$ cat src/hdl/cmfs_defs.svh
// Purpose: Constants for the console manual-function sequencer
// Assumes: 40 MHz clk, APB register access
// Notes:   Offsets are byte addresses on a 32-bit APB
`ifndef CMFS_DEFS_SVH
`define CMFS_DEFS_SVH

// Register offsets
`define CMFS_OFF_CTRL   12'h000
`define CMFS_OFF_STATUS 12'h004
`define CMFS_OFF_ADDR   12'h008
`define CMFS_OFF_DATA   12'h00c

// Field positions and reset values
`define CMFS_CTRL_TAPE  0
`define CMFS_GRANT_RST  1'b1

// Console step timing
`define CMFS_STEP_NS    2000
`define CMFS_CLK_MHZ    40
`define CMFS_STEP_CYC   ((`CMFS_STEP_NS * `CMFS_CLK_MHZ) / 1000)

// Fixed start vectors and forced opcode bits
`define CMFS_VEC_LOW    12'h010
`define CMFS_VEC_HIGH   12'h100
`define CMFS_IR_TOP     3'h7

`endif

$ cat src/hdl/cmfs_pkg.sv
// Purpose: Types for the console manual-function sequencer
// Assumes: 12-bit processor words, bit 11 of a word is its MSB
// Notes:   Keys struct doubles as the one-hot function code
package cmfs_pkg;

	// Console control keys, one bit each
	typedef struct packed {
		logic init;
		logic deposit;
		logic view;
		logic dep_next;
		logic view_next;
		logic start_low;
		logic start_high;
		logic start_sw;
		logic single;
		logic resume;
	} cmfs_keys_t;

	// Data switch banks and panel levers
	typedef struct packed {
		logic [11:0] left_switch_bank;
		logic [11:0] right_switch_bank;
		logic [2:0]  ext_field_sw;
		logic        auto_sw;
		logic        mode_sw_gp;
	} cmfs_switch_t;

	// Processor flags and registers steered by the console
	typedef struct packed {
		logic        run;
		logic        cycle_done;
		logic        fetch;
		logic        defer;
		logic        exec1;
		logic        exec2;
		logic        skip;
		logic        upper;
		logic        mode_gp;
		logic        en_mem;
		logic        next_instruction_grant;
		logic        auto_lat;
		logic        dep_next_lat;
		logic        view_next_lat;
		logic        exec_one_lat;
		logic [11:0] program_counter;
		logic [11:0] memory_address_reg;
		logic [11:0] memory_buffer_reg;
		logic [11:0] instruction_reg;
		logic [11:0] second_word;
		logic [4:0]  inst_field;
		logic [4:0]  field_buffer_bits;
		logic [4:0]  data_field_bits;
		logic [5:0]  save_field_bits;
	} cmfs_cpu_t;

	// Console chain states
	typedef enum logic [2:0] {
		CH_IDLE  = 3'b001,
		CH_STEP1 = 3'b010,
		CH_STEP2 = 3'b100
	} cmfs_chain_t;

	// Processor time states of a cycle
	typedef enum logic [5:0] {
		CY_IDLE = 6'b000001,
		CY_T1   = 6'b000010,
		CY_T2   = 6'b000100,
		CY_T3   = 6'b001000,
		CY_T4   = 6'b010000,
		CY_T5   = 6'b100000
	} cmfs_cycle_t;

endpackage

$ cat src/hdl/cmfs_top.sv
// Purpose: Console manual-function sequencer with APB status access
// Assumes: Keys already debounced and synchronous to clk
// Notes:   Processor cycle modelled as one clk per time state
`timescale 1ns/1ps
`include "cmfs_defs.svh"
`default_nettype none

module cmfs_top
(
	input  wire logic               clk,
	input  wire logic               reset,
	input  wire logic               ce,
	input  wire cmfs_pkg::cmfs_keys_t   keys,
	input  wire cmfs_pkg::cmfs_switch_t sw,
	input  wire logic               power_on_clear,
	input  wire logic               mem_idle,
	input  wire logic [11:0]        mem_rd_data,
	input  wire logic               multi_cycle,
	input  wire logic [11:0]        paddr,
	input  wire logic               psel,
	input  wire logic               penable,
	input  wire logic               pwrite,
	input  wire logic [31:0]        pwdata,
	output logic [31:0]             prdata,
	output logic                    pready,
	output logic                    pslverr,
	output cmfs_pkg::cmfs_cpu_t     cpu,
	output logic                    console_step_zero,
	output logic                    console_step_one,
	output logic                    console_step_two,
	output logic                    start_mem,
	output logic                    io_clear
);
	import cmfs_pkg::*;

	localparam int A_STEP = `CMFS_STEP_CYC;

	cmfs_keys_t  key_s1_q, key_s2_q, key_s3_q, func_q;
	cmfs_cpu_t   cpu_q;
	cmfs_chain_t ch_q;
	cmfs_cycle_t cy_q;
	logic        pwr_s1_q, pwr_s2_q, pwr_s3_q, pwr_q;
	logic        p0_q, p1_q, p2_q, step_zero_q;
	logic [6:0]  cnt_q;
	logic        tape_busy_q, start_mem_q, io_clear_q;
	logic [31:0] prdata_q;
	logic        pready_q, pslverr_q;
	cmfs_keys_t  key_edge;
	logic        pwr_edge, launch, held, begin_cyc, manual;

	// Lowest-numbered key wins a simultaneous press
	function automatic cmfs_keys_t pick_key(input cmfs_keys_t k);
		logic [9:0] v;
		v = k;
		return cmfs_keys_t'(v & (~v + 10'd1));
	endfunction

	////////////////////////////////////////////////////////////////////
	// Key capture

	// Two-stage sync plus delay stage for edges
	always_ff @(posedge clk)
	begin
		if (reset)
		begin
			key_s1_q <= '0;
			key_s2_q <= '0;
			key_s3_q <= '0;
			pwr_s1_q <= 1'b0;
			pwr_s2_q <= 1'b0;
			pwr_s3_q <= 1'b0;
		end
		else if (ce)
		begin
			key_s1_q <= keys;
			key_s2_q <= key_s1_q;
			key_s3_q <= key_s2_q;
			pwr_s1_q <= power_on_clear;
			pwr_s2_q <= pwr_s1_q;
			pwr_s3_q <= pwr_s2_q;
		end
	end

	// Press edges and launch gate
	assign key_edge = key_s2_q & ~key_s3_q;
	assign pwr_edge = pwr_s2_q & ~pwr_s3_q;
	assign launch   = (ch_q == CH_IDLE) && (pwr_edge ||
		((|key_edge) && !cpu_q.run && !tape_busy_q));
	assign held     = |(key_s2_q & func_q);

	////////////////////////////////////////////////////////////////////
	// Console timing chain

	// Two timed steps, a pulse at launch and one ending each
	always_ff @(posedge clk)
	begin
		if (reset)
		begin
			ch_q   <= CH_IDLE;
			cnt_q  <= 7'd0;
			p0_q   <= 1'b0;
			p1_q   <= 1'b0;
			p2_q   <= 1'b0;
			func_q <= '0;
			pwr_q  <= 1'b0;
		end
		else if (ce)
		begin
			p0_q <= 1'b0;
			p1_q <= 1'b0;
			p2_q <= 1'b0;
			case (ch_q)
				CH_IDLE:
				begin
					if (launch)
					begin
						ch_q  <= CH_STEP1;
						p0_q  <= 1'b1;
						cnt_q <= 7'd0;
						pwr_q <= pwr_edge;
						func_q <= pwr_edge ? cmfs_keys_t'(10'h200) :
							pick_key(key_edge);
					end
				end
				CH_STEP1:
				begin
					if (cnt_q == 7'(A_STEP - 1))
					begin
						ch_q  <= CH_STEP2;
						p1_q  <= 1'b1;
						cnt_q <= 7'd0;
					end
					else
						cnt_q <= cnt_q + 7'd1;
				end
				CH_STEP2:
				begin
					if (cnt_q == 7'(A_STEP - 1))
					begin
						ch_q  <= CH_IDLE;
						p2_q  <= 1'b1;
						cnt_q <= 7'd0;
					end
					else
						cnt_q <= cnt_q + 7'd1;
				end
				default:
					ch_q <= CH_IDLE;
			endcase
		end
	end

	// Step zero level held while the key stays down
	always_ff @(posedge clk)
	begin
		if (reset)
			step_zero_q <= 1'b0;
		else if (ce)
		begin
			if (launch)
				step_zero_q <= 1'b1;
			else if (!held)
				step_zero_q <= 1'b0;
		end
	end

	////////////////////////////////////////////////////////////////////
	// Processor cycle timing

	assign begin_cyc = cpu_q.run && cpu_q.cycle_done && mem_idle;
	assign manual = func_q.deposit | func_q.view | cpu_q.dep_next_lat |
		cpu_q.view_next_lat | cpu_q.exec_one_lat;

	// One clk per time state
	always_ff @(posedge clk)
	begin
		if (reset)
			cy_q <= CY_IDLE;
		else if (ce)
		begin
			case (cy_q)
				CY_IDLE:
				begin
					if (begin_cyc)
						cy_q <= CY_T1;
				end
				CY_T1:   cy_q <= CY_T2;
				CY_T2:   cy_q <= CY_T3;
				CY_T3:   cy_q <= CY_T4;
				CY_T4:   cy_q <= CY_T5;
				CY_T5:   cy_q <= CY_IDLE;
				default: cy_q <= CY_IDLE;
			endcase
		end
	end

	////////////////////////////////////////////////////////////////////
	// Processor flags and registers

	always_ff @(posedge clk)
	begin
		if (reset)
		begin
			cpu_q <= '0;
			cpu_q.next_instruction_grant <= `CMFS_GRANT_RST;
			start_mem_q <= 1'b0;
			io_clear_q  <= 1'b0;
		end
		else if (ce)
		begin
			start_mem_q <= 1'b0;
			io_clear_q  <= 1'b0;
			// Pulse zero housekeeping
			if (p0_q && !func_q.resume)
			begin
				cpu_q.skip  <= 1'b0;
				cpu_q.upper <= 1'b0;
				cpu_q.fetch <= 1'b0;
				cpu_q.defer <= 1'b0;
				cpu_q.exec1 <= 1'b0;
				cpu_q.exec2 <= 1'b0;
			end
			// Pulse one actions
			if (p1_q)
			begin
				if (func_q.init)
				begin
					cpu_q <= '0;
					cpu_q.mode_gp <= cpu_q.mode_gp;
					cpu_q.next_instruction_grant <= `CMFS_GRANT_RST;
					cpu_q.instruction_reg <= {`CMFS_IR_TOP,
						cpu_q.instruction_reg[8:0]};
					io_clear_q <= 1'b1;
				end
				if (func_q.dep_next)
				begin
					cpu_q.dep_next_lat <= 1'b1;
					cpu_q.auto_lat <= cpu_q.auto_lat | sw.auto_sw;
				end
				if (func_q.view_next)
				begin
					cpu_q.view_next_lat <= 1'b1;
					cpu_q.auto_lat <= cpu_q.auto_lat | sw.auto_sw;
				end
				if (func_q.start_low)
					cpu_q.program_counter <= `CMFS_VEC_LOW;
				if (func_q.start_high)
					cpu_q.program_counter <= `CMFS_VEC_HIGH;
				if (func_q.start_sw)
				begin
					cpu_q.program_counter <= sw.left_switch_bank;
					cpu_q.inst_field <= cpu_q.inst_field |
						{sw.ext_field_sw, sw.left_switch_bank[11:10]};
					cpu_q.field_buffer_bits <= cpu_q.field_buffer_bits |
						{sw.ext_field_sw, sw.left_switch_bank[11:10]};
				end
				if (func_q.single)
				begin
					cpu_q.exec_one_lat <= 1'b1;
					cpu_q.auto_lat <= cpu_q.auto_lat | sw.auto_sw;
					cpu_q.en_mem <= 1'b0;
				end
			end
			// Pulse two actions
			if (p2_q)
			begin
				if (func_q.init)
				begin
					cpu_q.mode_gp <= pwr_q | sw.mode_sw_gp;
					cpu_q.inst_field[1] <= 1'b1;
					cpu_q.field_buffer_bits[1] <= 1'b1;
					cpu_q.save_field_bits[0] <= 1'b1;
					cpu_q.data_field_bits[1:0] <= 2'b11;
				end
				else
				begin
					cpu_q.run <= 1'b1;
					cpu_q.cycle_done <= 1'b1;
					cpu_q.en_mem <= !func_q.single;
					cpu_q.next_instruction_grant <= !(func_q.deposit |
						func_q.view | func_q.dep_next | func_q.view_next);
				end
				if (func_q.deposit || func_q.view)
					cpu_q.memory_address_reg <= sw.left_switch_bank;
				if (func_q.start_low || func_q.start_high || func_q.start_sw)
				begin
					cpu_q.memory_address_reg <= cpu_q.program_counter;
					cpu_q.fetch <= 1'b1;
				end
				if (func_q.single)
					cpu_q.fetch <= 1'b1;
			end
			// Cycle begins: done flag drops
			if (cy_q == CY_IDLE && begin_cyc)
				cpu_q.cycle_done <= 1'b0;
			// Time state one: carry insert or counter to address
			if (cy_q == CY_T1)
			begin
				start_mem_q <= cpu_q.en_mem;
				if (cpu_q.view_next_lat)
					cpu_q.memory_address_reg <=
						cpu_q.memory_address_reg + 12'h001;
				if (cpu_q.exec_one_lat)
					cpu_q.memory_address_reg <= cpu_q.program_counter;
			end
			// Time state two: opcode clear
			if (cy_q == CY_T2 && manual)
			begin
				if (!cpu_q.defer && !cpu_q.exec1 && !cpu_q.exec2)
					cpu_q.instruction_reg <= 12'h000;
				if (cpu_q.exec_one_lat)
					cpu_q.program_counter <= cpu_q.memory_address_reg;
			end
			// Time state three: buffer load
			if (cy_q == CY_T3)
			begin
				if ((func_q.deposit && !cpu_q.view_next_lat) ||
					cpu_q.dep_next_lat)
					cpu_q.memory_buffer_reg <= sw.right_switch_bank;
				else if (func_q.view || cpu_q.view_next_lat)
					cpu_q.memory_buffer_reg <= mem_rd_data;
				if (cpu_q.exec_one_lat)
				begin
					cpu_q.instruction_reg <= sw.left_switch_bank;
					cpu_q.memory_buffer_reg <= sw.left_switch_bank;
					if (!cpu_q.mode_gp)
						cpu_q.second_word <= sw.right_switch_bank;
				end
			end
			// Time state five: halts and latch clean-up
			if (cy_q == CY_T5)
			begin
				cpu_q.cycle_done <= 1'b1;
				if (((func_q.deposit || func_q.view) && !cpu_q.view_next_lat)
					|| cpu_q.dep_next_lat)
				begin
					cpu_q.run <= 1'b0;
					cpu_q.auto_lat <= 1'b0;
				end
				if (cpu_q.view_next_lat)
				begin
					cpu_q.run <= 1'b0;
					cpu_q.view_next_lat <= 1'b0;
					cpu_q.auto_lat <= 1'b0;
				end
				if (cpu_q.exec_one_lat && !sw.auto_sw && !multi_cycle)
				begin
					cpu_q.run <= 1'b0;
					cpu_q.auto_lat <= 1'b0;
					cpu_q.exec_one_lat <= 1'b0;
					cpu_q.en_mem <= 1'b0;
				end
			end
			// Released deposit-next rolls into view-next
			if (cpu_q.dep_next_lat && !cpu_q.run && cy_q == CY_IDLE &&
				ch_q == CH_IDLE && !key_s2_q.dep_next)
			begin
				cpu_q.dep_next_lat  <= 1'b0;
				cpu_q.view_next_lat <= 1'b1;
				cpu_q.run <= 1'b1;
				cpu_q.cycle_done <= 1'b1;
				cpu_q.en_mem <= 1'b1;
			end
		end
	end

	////////////////////////////////////////////////////////////////////
	// APB slave

	// One wait state, then a registered answer
	always_ff @(posedge clk)
	begin
		if (reset)
		begin
			pready_q    <= 1'b0;
			pslverr_q   <= 1'b0;
			prdata_q    <= 32'h0000_0000;
			tape_busy_q <= 1'b0;
		end
		else if (ce)
		begin
			pready_q  <= 1'b0;
			pslverr_q <= 1'b0;
			if (psel && penable && !pready_q)
			begin
				pready_q <= 1'b1;
				prdata_q <= 32'h0000_0000;
				case (paddr)
					`CMFS_OFF_CTRL:
					begin
						if (pwrite)
							tape_busy_q <= pwdata[`CMFS_CTRL_TAPE];
						prdata_q <= {31'h0, tape_busy_q};
					end
					`CMFS_OFF_STATUS:
						prdata_q <= {14'h0, ch_q[2], ch_q[1], step_zero_q,
							cpu_q[$bits(cmfs_cpu_t)-1 -: 15]};
					`CMFS_OFF_ADDR:
						prdata_q <= {8'h00, cpu_q.memory_address_reg,
							cpu_q.program_counter};
					`CMFS_OFF_DATA:
						prdata_q <= {8'h00, cpu_q.instruction_reg,
							cpu_q.memory_buffer_reg};
					default:
						pslverr_q <= 1'b1;
				endcase
			end
		end
	end

	// Outputs straight from flops
	assign prdata            = prdata_q;
	assign pready            = pready_q;
	assign pslverr           = pslverr_q;
	assign cpu               = cpu_q;
	assign console_step_zero = step_zero_q;
	assign console_step_one  = ch_q[1];
	assign console_step_two  = ch_q[2];
	assign start_mem         = start_mem_q;
	assign io_clear          = io_clear_q;

	////////////////////////////////////////////////////////////////////
	// Assertions

	a_launch_gate: assert property (
		@(posedge clk) disable iff (reset)
		p0_q && !pwr_q |-> $past(cpu_q.run) == 1'b0 &&
			$past(tape_busy_q) == 1'b0)
		else $error("console chain launched while busy");

	a_pulse_one_gap: assert property (
		@(posedge clk) disable iff (reset)
		p0_q |-> ##[A_STEP:A_STEP] p1_q)
		else $error("pulse one spacing wrong");

	a_pulse_two_gap: assert property (
		@(posedge clk) disable iff (reset)
		p1_q |-> ##[A_STEP:1000] p2_q)
		else $error("pulse two spacing wrong");

	a_step_zero_hold: assert property (
		@(posedge clk) disable iff (reset)
		$fell(step_zero_q) |-> $past(held) == 1'b0)
		else $error("step zero dropped with key held");

	a_final_run: assert property (
		@(posedge clk) disable iff (reset)
		p2_q && ce && !func_q.init |=> cpu_q.run && cpu_q.cycle_done)
		else $error("final pulse did not start cycle");

	a_pulse_zero_clr: assert property (
		@(posedge clk) disable iff (reset)
		p0_q && ce && !func_q.resume |=>
			!cpu_q.fetch && !cpu_q.skip && !cpu_q.upper)
		else $error("pulse zero did not clear flags");

	a_init_opcode: assert property (
		@(posedge clk) disable iff (reset)
		p1_q && ce && func_q.init |=>
			cpu_q.instruction_reg[11:9] == 3'h7 && io_clear_q)
		else $error("init did not force opcode bits");

	a_power_mode: assert property (
		@(posedge clk) disable iff (reset)
		p2_q && ce && func_q.init && pwr_q |=> cpu_q.mode_gp)
		else $error("power init missed general mode");

	a_cycle_start: assert property (
		@(posedge clk) disable iff (reset)
		cy_q == CY_T1 && $past(cy_q) == CY_IDLE |->
			$past(cpu_q.run) && $past(mem_idle))
		else $error("cycle began without run and idle");

	a_view_halt: assert property (
		@(posedge clk) disable iff (reset)
		cy_q == CY_T5 && ce && cpu_q.view_next_lat |=>
			!cpu_q.run && !cpu_q.view_next_lat)
		else $error("view-next did not halt");

endmodule

`default_nettype wire

$ cat config.mk
export PLATFORM = sky130hd
export DESIGN_NAME = cmfs_top
export DESIGN_NICKNAME = d
export VERILOG_FILES = /design/src/hdl/cmfs_pkg.sv /design/src/hdl/cmfs_top.sv
export VERILOG_INCLUDE_DIRS = /design/src /design/src/hdl
export SDC_FILE = /design/constraint.sdc
export NUM_CORES = 1
export LEC_CHECK = 0
export BUFFER_PORTS_ARGS = -buffer_cell sky130_fd_sc_hd__buf_2
export CORE_AREA = 3 3 134 136
export CTS_CLUSTER_DIAMETER = 80
export DETAILED_ROUTE_END_ITERATION = 8
export DIE_AREA = 0 0 137 139
export PLACE_DENSITY = 0.81
export SYNTH_ARGS = -nofsm -noshare
export SYNTH_HDL_FRONTEND = slang
export SYNTH_SLANG_ARGS = --single-unit
export TNS_END_PERCENT = 10
$ cat constraint.sdc
create_clock -name clk -period 5.76 [get_ports clk]
set_input_delay 0.576 -clock clk [delete_from_list [all_inputs] [get_ports clk]]
set_output_delay 0.576 -clock clk [all_outputs]
set_load 0.05 [all_outputs]
Word level (Yosys, flattened, before mapping)
Index checks and enable logic that the tools add are counted.
- register bits after elaboration: 189
- bits of input ports: 104
- output and inout bits: 135
- add/subtract/negate cells: 3
- equal/unequal tests: 18
- multiplexer cells: 84
- bitwise logic cells: 17
- reductions and logical operators: 58
- operators by type and width (cell ; number):
    two-way mux 12 bit ; 16
    two-way mux 96 bit ; 2
    one-hot mux 24 bit (4 select lines) ; 1
    two-way mux 36 bit ; 2
    two-way mux 1 bit ; 40
    AND 10 bit ; 3
    one-hot mux 6 bit (5 select lines) ; 1
    equality test 12 x 4 -> 1 bit (second input constant) ; 2
    logical AND 1 bit ; 20
    two-way mux 10 bit ; 2
    inverter 10 bit ; 2
    OR reduction 10 bit ; 2
    two-way mux 2 bit ; 9
    two-way mux 3 bit ; 5
    two-way mux 7 bit ; 2
    one-hot mux 7 bit (2 select lines) ; 1
    logical NOT 1 bit ; 13
    adder 12 x 1 -> 12 bit (second input constant) ; 1
    equality test 12 x 3 -> 1 bit (second input constant) ; 1
    logical NOT 12 bit ; 1
    two-way mux 6 bit ; 2
    AND reduction 3 bit ; 4
    adder 10 x 1 -> 10 bit (second input constant) ; 1
    != test 2 bit (second input constant) ; 5
    other kinds (23) ; 42

Longest topological paths before layout
- depth after elaboration: 16
- mapped depth: 9
- gate-level depth less buffers: 6

Worst setup path after synthesis
OpenSTA, ideal clock, no wires.
- path type: reg-to-reg
- from: register cy_q[4]
- to: register cpu_q (netlist bit cpu[69])
- library setup time: 0.128 ns
- arrival time: 2.005 ns
- required time: 5.632 ns
- setup slack: 3.627 ns
- cell stages (with the launch flop): 10
- buffers on the path: 4
- clock period less this slack: 2.133 ns
- cells stage by stage: dfxtp_1 > buf_6 > or4_4 > buf_6 > or3_1 > buf_6 > a21o_1 > buf_6 > a22oi_1 > nor2_1
- word-level cells in the longest chain between the ends: 3
- ends and longest elaborated chain (item ; line ; source):
    start, declared ; cmfs_top.sv:41 ; cmfs_cycle_t cy_q;
    start signal, assigned ; cmfs_top.sv:178 ; cy_q <= CY_IDLE;
    start signal, assigned ; cmfs_top.sv:185 ; cy_q <= CY_T1;
    start signal, assigned ; cmfs_top.sv:187 ; CY_T1: cy_q <= CY_T2;
    equality test 6 x 3 -> 1 bit ; cmfs_top.sv:307 ; if (cy_q == CY_T2 && manual)
    logical AND 1 bit ; cmfs_top.sv:307 ;
    two-way mux 12 bit ; cmfs_top.sv:307 ;
    end, declared ; cmfs_top.sv:39 ; cmfs_cpu_t cpu_q;
Every way passes these cells.
A chain may end at the register's enable or synchronous reset.

Final worst setup path
- from: register func_q[9] in the netlist's numbering
- to: register cpu_q (netlist bit cpu[17])
- word-level cells in the longest chain between the ends: 5
- ends and longest elaborated chain (item ; line ; source):
    start, declared ; cmfs_top.sv:38 ; cmfs_keys_t key_s1_q, key_s2_q, key_s3_q, func_q;
    start signal, assigned ; cmfs_top.sv:121 ; func_q <= pwr_edge ? cmfs_keys_t'(10'h200) :
    two-way mux 96 bit ; cmfs_top.sv:226 ; if (func_q.init)
    two-way mux 10 bit ; cmfs_top.sv:249 ; if (func_q.start_sw)
    two-way mux 96 bit ; cmfs_top.sv:224 ; if (p1_q)
    two-way mux 1 bit ; cmfs_top.sv:267 ; if (func_q.init)
    two-way mux 1 bit (*) ; cmfs_top.sv:265 ; if (p2_q)
Mark *: on every way between the ends. The rest lies on a longest branch, timed or not. The select of a mux whose other input is x is not followed.

==> flow_metrics.env <==
export IMPL_synth_top_family_by_area="simple AND/OR/NAND/NOR gates"
export IMPL_crit_path_end_kind="register"
export IMPL_final_util=0.6241
export IMPL_worstHoldStart="keys[2]"
export IMPL_syn_area_sq_um=9165
export IMPL_fp_dieH_um=139
export IMPL_gp_congestion=0.9451
export IMPL_synth_edf_count=0
export IMPL_synthToLayoutAreaGrowth_pct=16.15
export IMPL_overflow=0
export IMPL_ys_ff_latch=181
export IMPL_dp_hpwl_mm=20.89
export IMPL_antenna_left=0
export IMPL_post_route_drc_count=0
export IMPL_cap_violations=0
export IMPL_clkTransAtPathRegs_ns=0.07
export IMPL_core_sq_um=17060
export IMPL_crit_type="reg -> reg"
export IMPL_hold_viol_final=0
export IMPL_synth_simple_area_share=0.2239
export IMPL_status="finished clean"
export IMPL_p_leak_nw=4.471
export IMPL_slew_violations=0
export IMPL_port_buffer_count=191
export IMPL_clock_latency_ns=0.43
export IMPL_rsz0062_at_grt="false"
export IMPL_p_per_area_nw_per_um2=256.8
export IMPL_crit_path_cell_trace="nand3_1, o21bai_1, o22ai_1"
export IMPL_synth_top_area_cell="dfxtp_1"
export IMPL_hp_class="in -> reg"
export IMPL_drt_wl_total_mm=29.50
export IMPL_min_period_over_period=0.4987
export IMPL_io_pins=239
export IMPL_ys_seq_area_frac=0.3954
export IMPL_async_reset_ff_frac=0
export IMPL_cts_max_level=4
export IMPL_slew_headroom=0.2483
export IMPL_grt_usage=0.2985
export IMPL_place_area_sq_um=10060
export IMPL_synthMuxAreaShare=0.08997
export IMPL_fillers=1540
export IMPL_final_layout_size_suffix_gt1_frac=0.2218
export IMPL_final_cells=1474
export IMPL_fin_hold_ws_ns=0.3779
export IMPL_finalSetupTns_ns=0
export IMPL_yosys_cell_types_count=72
export IMPL_via_count=9213
export IMPL_cts_buffers=17
export IMPL_grt_first_pass_wirelength_mm=44.88
export IMPL_yosysWarnings=0
export IMPL_antenna_cells=0
export IMPL_period_needed_ns=2.872
export IMPL_cts_sinks=181
export IMPL_synth_xor_area_share=0.007645
export IMPL_arrival_ns=3.14
export IMPL_slowest_delay_ns=1.00
export IMPL_start_util=0.5373
export IMPL_die_width_um=137
export IMPL_fin_area_sq_um=10650
export IMPL_drtIter0Drc=1111
export IMPL_routedWlPerCell_um=20.02
export IMPL_skew_ns=0.01099
export IMPL_cts_resized=0
export IMPL_ir_drop_mv=0.3185
export IMPL_setup_worst_path_start_class="register"
export IMPL_synth_top_area_share=0.3954
export IMPL_yosys_top_cells_area="dfxtp_1 (40%), mux2i_1 (5.7%), nor2_1 (5.5%)"
export IMPL_fmax_mhz=348.1
export IMPL_num_rows=48
export IMPL_clockBufferDepth=2
export IMPL_cts_tree="done"
export IMPL_crit_path_top_delay_cell="o21bai_1"
export IMPL_hold_buffers=0
export IMPL_grt_max_degree=66
export IMPL_synth_most_common_cell="dfxtp_1"
export IMPL_via_per_inst=6.250
export IMPL_synth_ff_type="dfxtp_1"
export IMPL_setup_viol=0
export IMPL_first_pass_iters=8
export IMPL_grt_pass1_vias=8091
export IMPL_avgSynthCellArea_sq_um=8.317
export IMPL_dp_cells=1443
export IMPL_post_cts_buffers=0
export IMPL_synth_compound_area_frac=0.2210
export IMPL_synthAdderAreaFrac=0.002730
export IMPL_final_nets=1343
export IMPL_critPathLaunch="func_q[9]"
export IMPL_max_slew_worst_pin_slew_ns=1.125
export IMPL_antenna_found_initial=0
export IMPL_cts_root_buf="clkbuf_16"
export IMPL_syn_inst=1102
export IMPL_critical_path_required_ns=6.03
export IMPL_ys_top_cells_by_count="dfxtp_1 (181), nor2_1 (134), a21oi_1 (99)"
export IMPL_crit_path_max_fanout=21
export IMPL_timing_rr_start="func_q[9]"
export IMPL_dieArea_sq_um=19040
registers in the layout (all words and copies together), names as in the netlist, 3 cells and up:
register and count:
ch_q 3, cnt_q 7, cpu 88, cy_q 6, func_q 10, key_s1_q 10, key_s2_q 10, key_s3_q 10
prdata 24
routing by layer:
layer	vias up	GRT usage	part of all wire
li1	4295	-	-
met1	4276	0.3896	0.39
met3	72	0.06640	0.11
met4	0	0.09821	0.030
met5	-	0	0
met2	570	0.4885	0.47
cell usage in the layout (no fill, tap or decap), drive strengths merged, types with 4 or more instances in the layout:
cell / instances
buf: 204
dfxtp: 181
nor2: 134
a21oi: 99
nand2: 81
a22oi: 59
mux2i: 52
nand3: 42
nor3: 37
o21ai: 29
mux2: 25
clkbuf: 21
nand2b: 19
or3: 19
a211oi: 17
o211ai: 17
conb: 16
a221oi: 13
inv: 12
and3: 11
nor2b: 10
and2: 10
o22ai: 10
or4: 9
nand4: 8
a311oi: 7
or2: 6
clkinvlp: 6
nor4: 6
nor3b: 5
and4: 5
xnor2: 5
a21o: 5
o21bai: 5
o221ai: 4
a41oi: 4
o31ai: 4
power breakdown:
group | switching, mW | internal [mW] | leakage (nW)
sequential | 0.0324 | 1.27 | 1.46
combinational | 0.187 | 0.0812 | 2.74
clock | 0.499 | 0.662 | 0.264
worst max-delay path, delay by kind of cell, from the launching register on:
kind | cells | cell delay (ns)
AOI/OAI and AO/OA | 2 | 1.21
and+or+nand+nor | 1 | 0.79
DFF | 1 | 0.71
through the flow:
step                      power, mW  setup WS, ns
final                         2.734         2.888
after global routing          2.812         2.657
after CTS                     2.736         2.930
after detailed placement      1.594         2.662
after global placement        1.589         2.702
after floorplan               1.515         3.627
logic make-up after synthesis:
group / count (synthesis)
flops: 181
fa+ha+maj: 2
other cells: 1
mux: 78
compound gates: 303
xor+xnor: 8
simple gates: 415
buf+inv: 114
worst paths after layout:
check / to / slack [ns] / depth (start not counted)
max: cpu[17] / 2.89 / 3
max reg2reg: cpu[17] / 2.89 / 3
min: key_s1_q[2] / 0.38 / 3
min reg2reg: prdata[21] / 0.45 / 2
layout make-up:
class / instances / area (sq um) / share of cell area
Tap cell: 225 / 281.5 / 0.02645
Clock buffer: 21 / 460.4 / 0.04325
Multi-Input combinational cell: 822 / 5057 / 0.4751
Clock inverter: 10 / 122.6 / 0.01152
Timing Repair Buffer: 204 / 1059 / 0.09944
Sequential cell: 181 / 3623 / 0.3404
Inverter: 11 / 41.29 / 0.003879
Power figures use the tool's default switching activity.
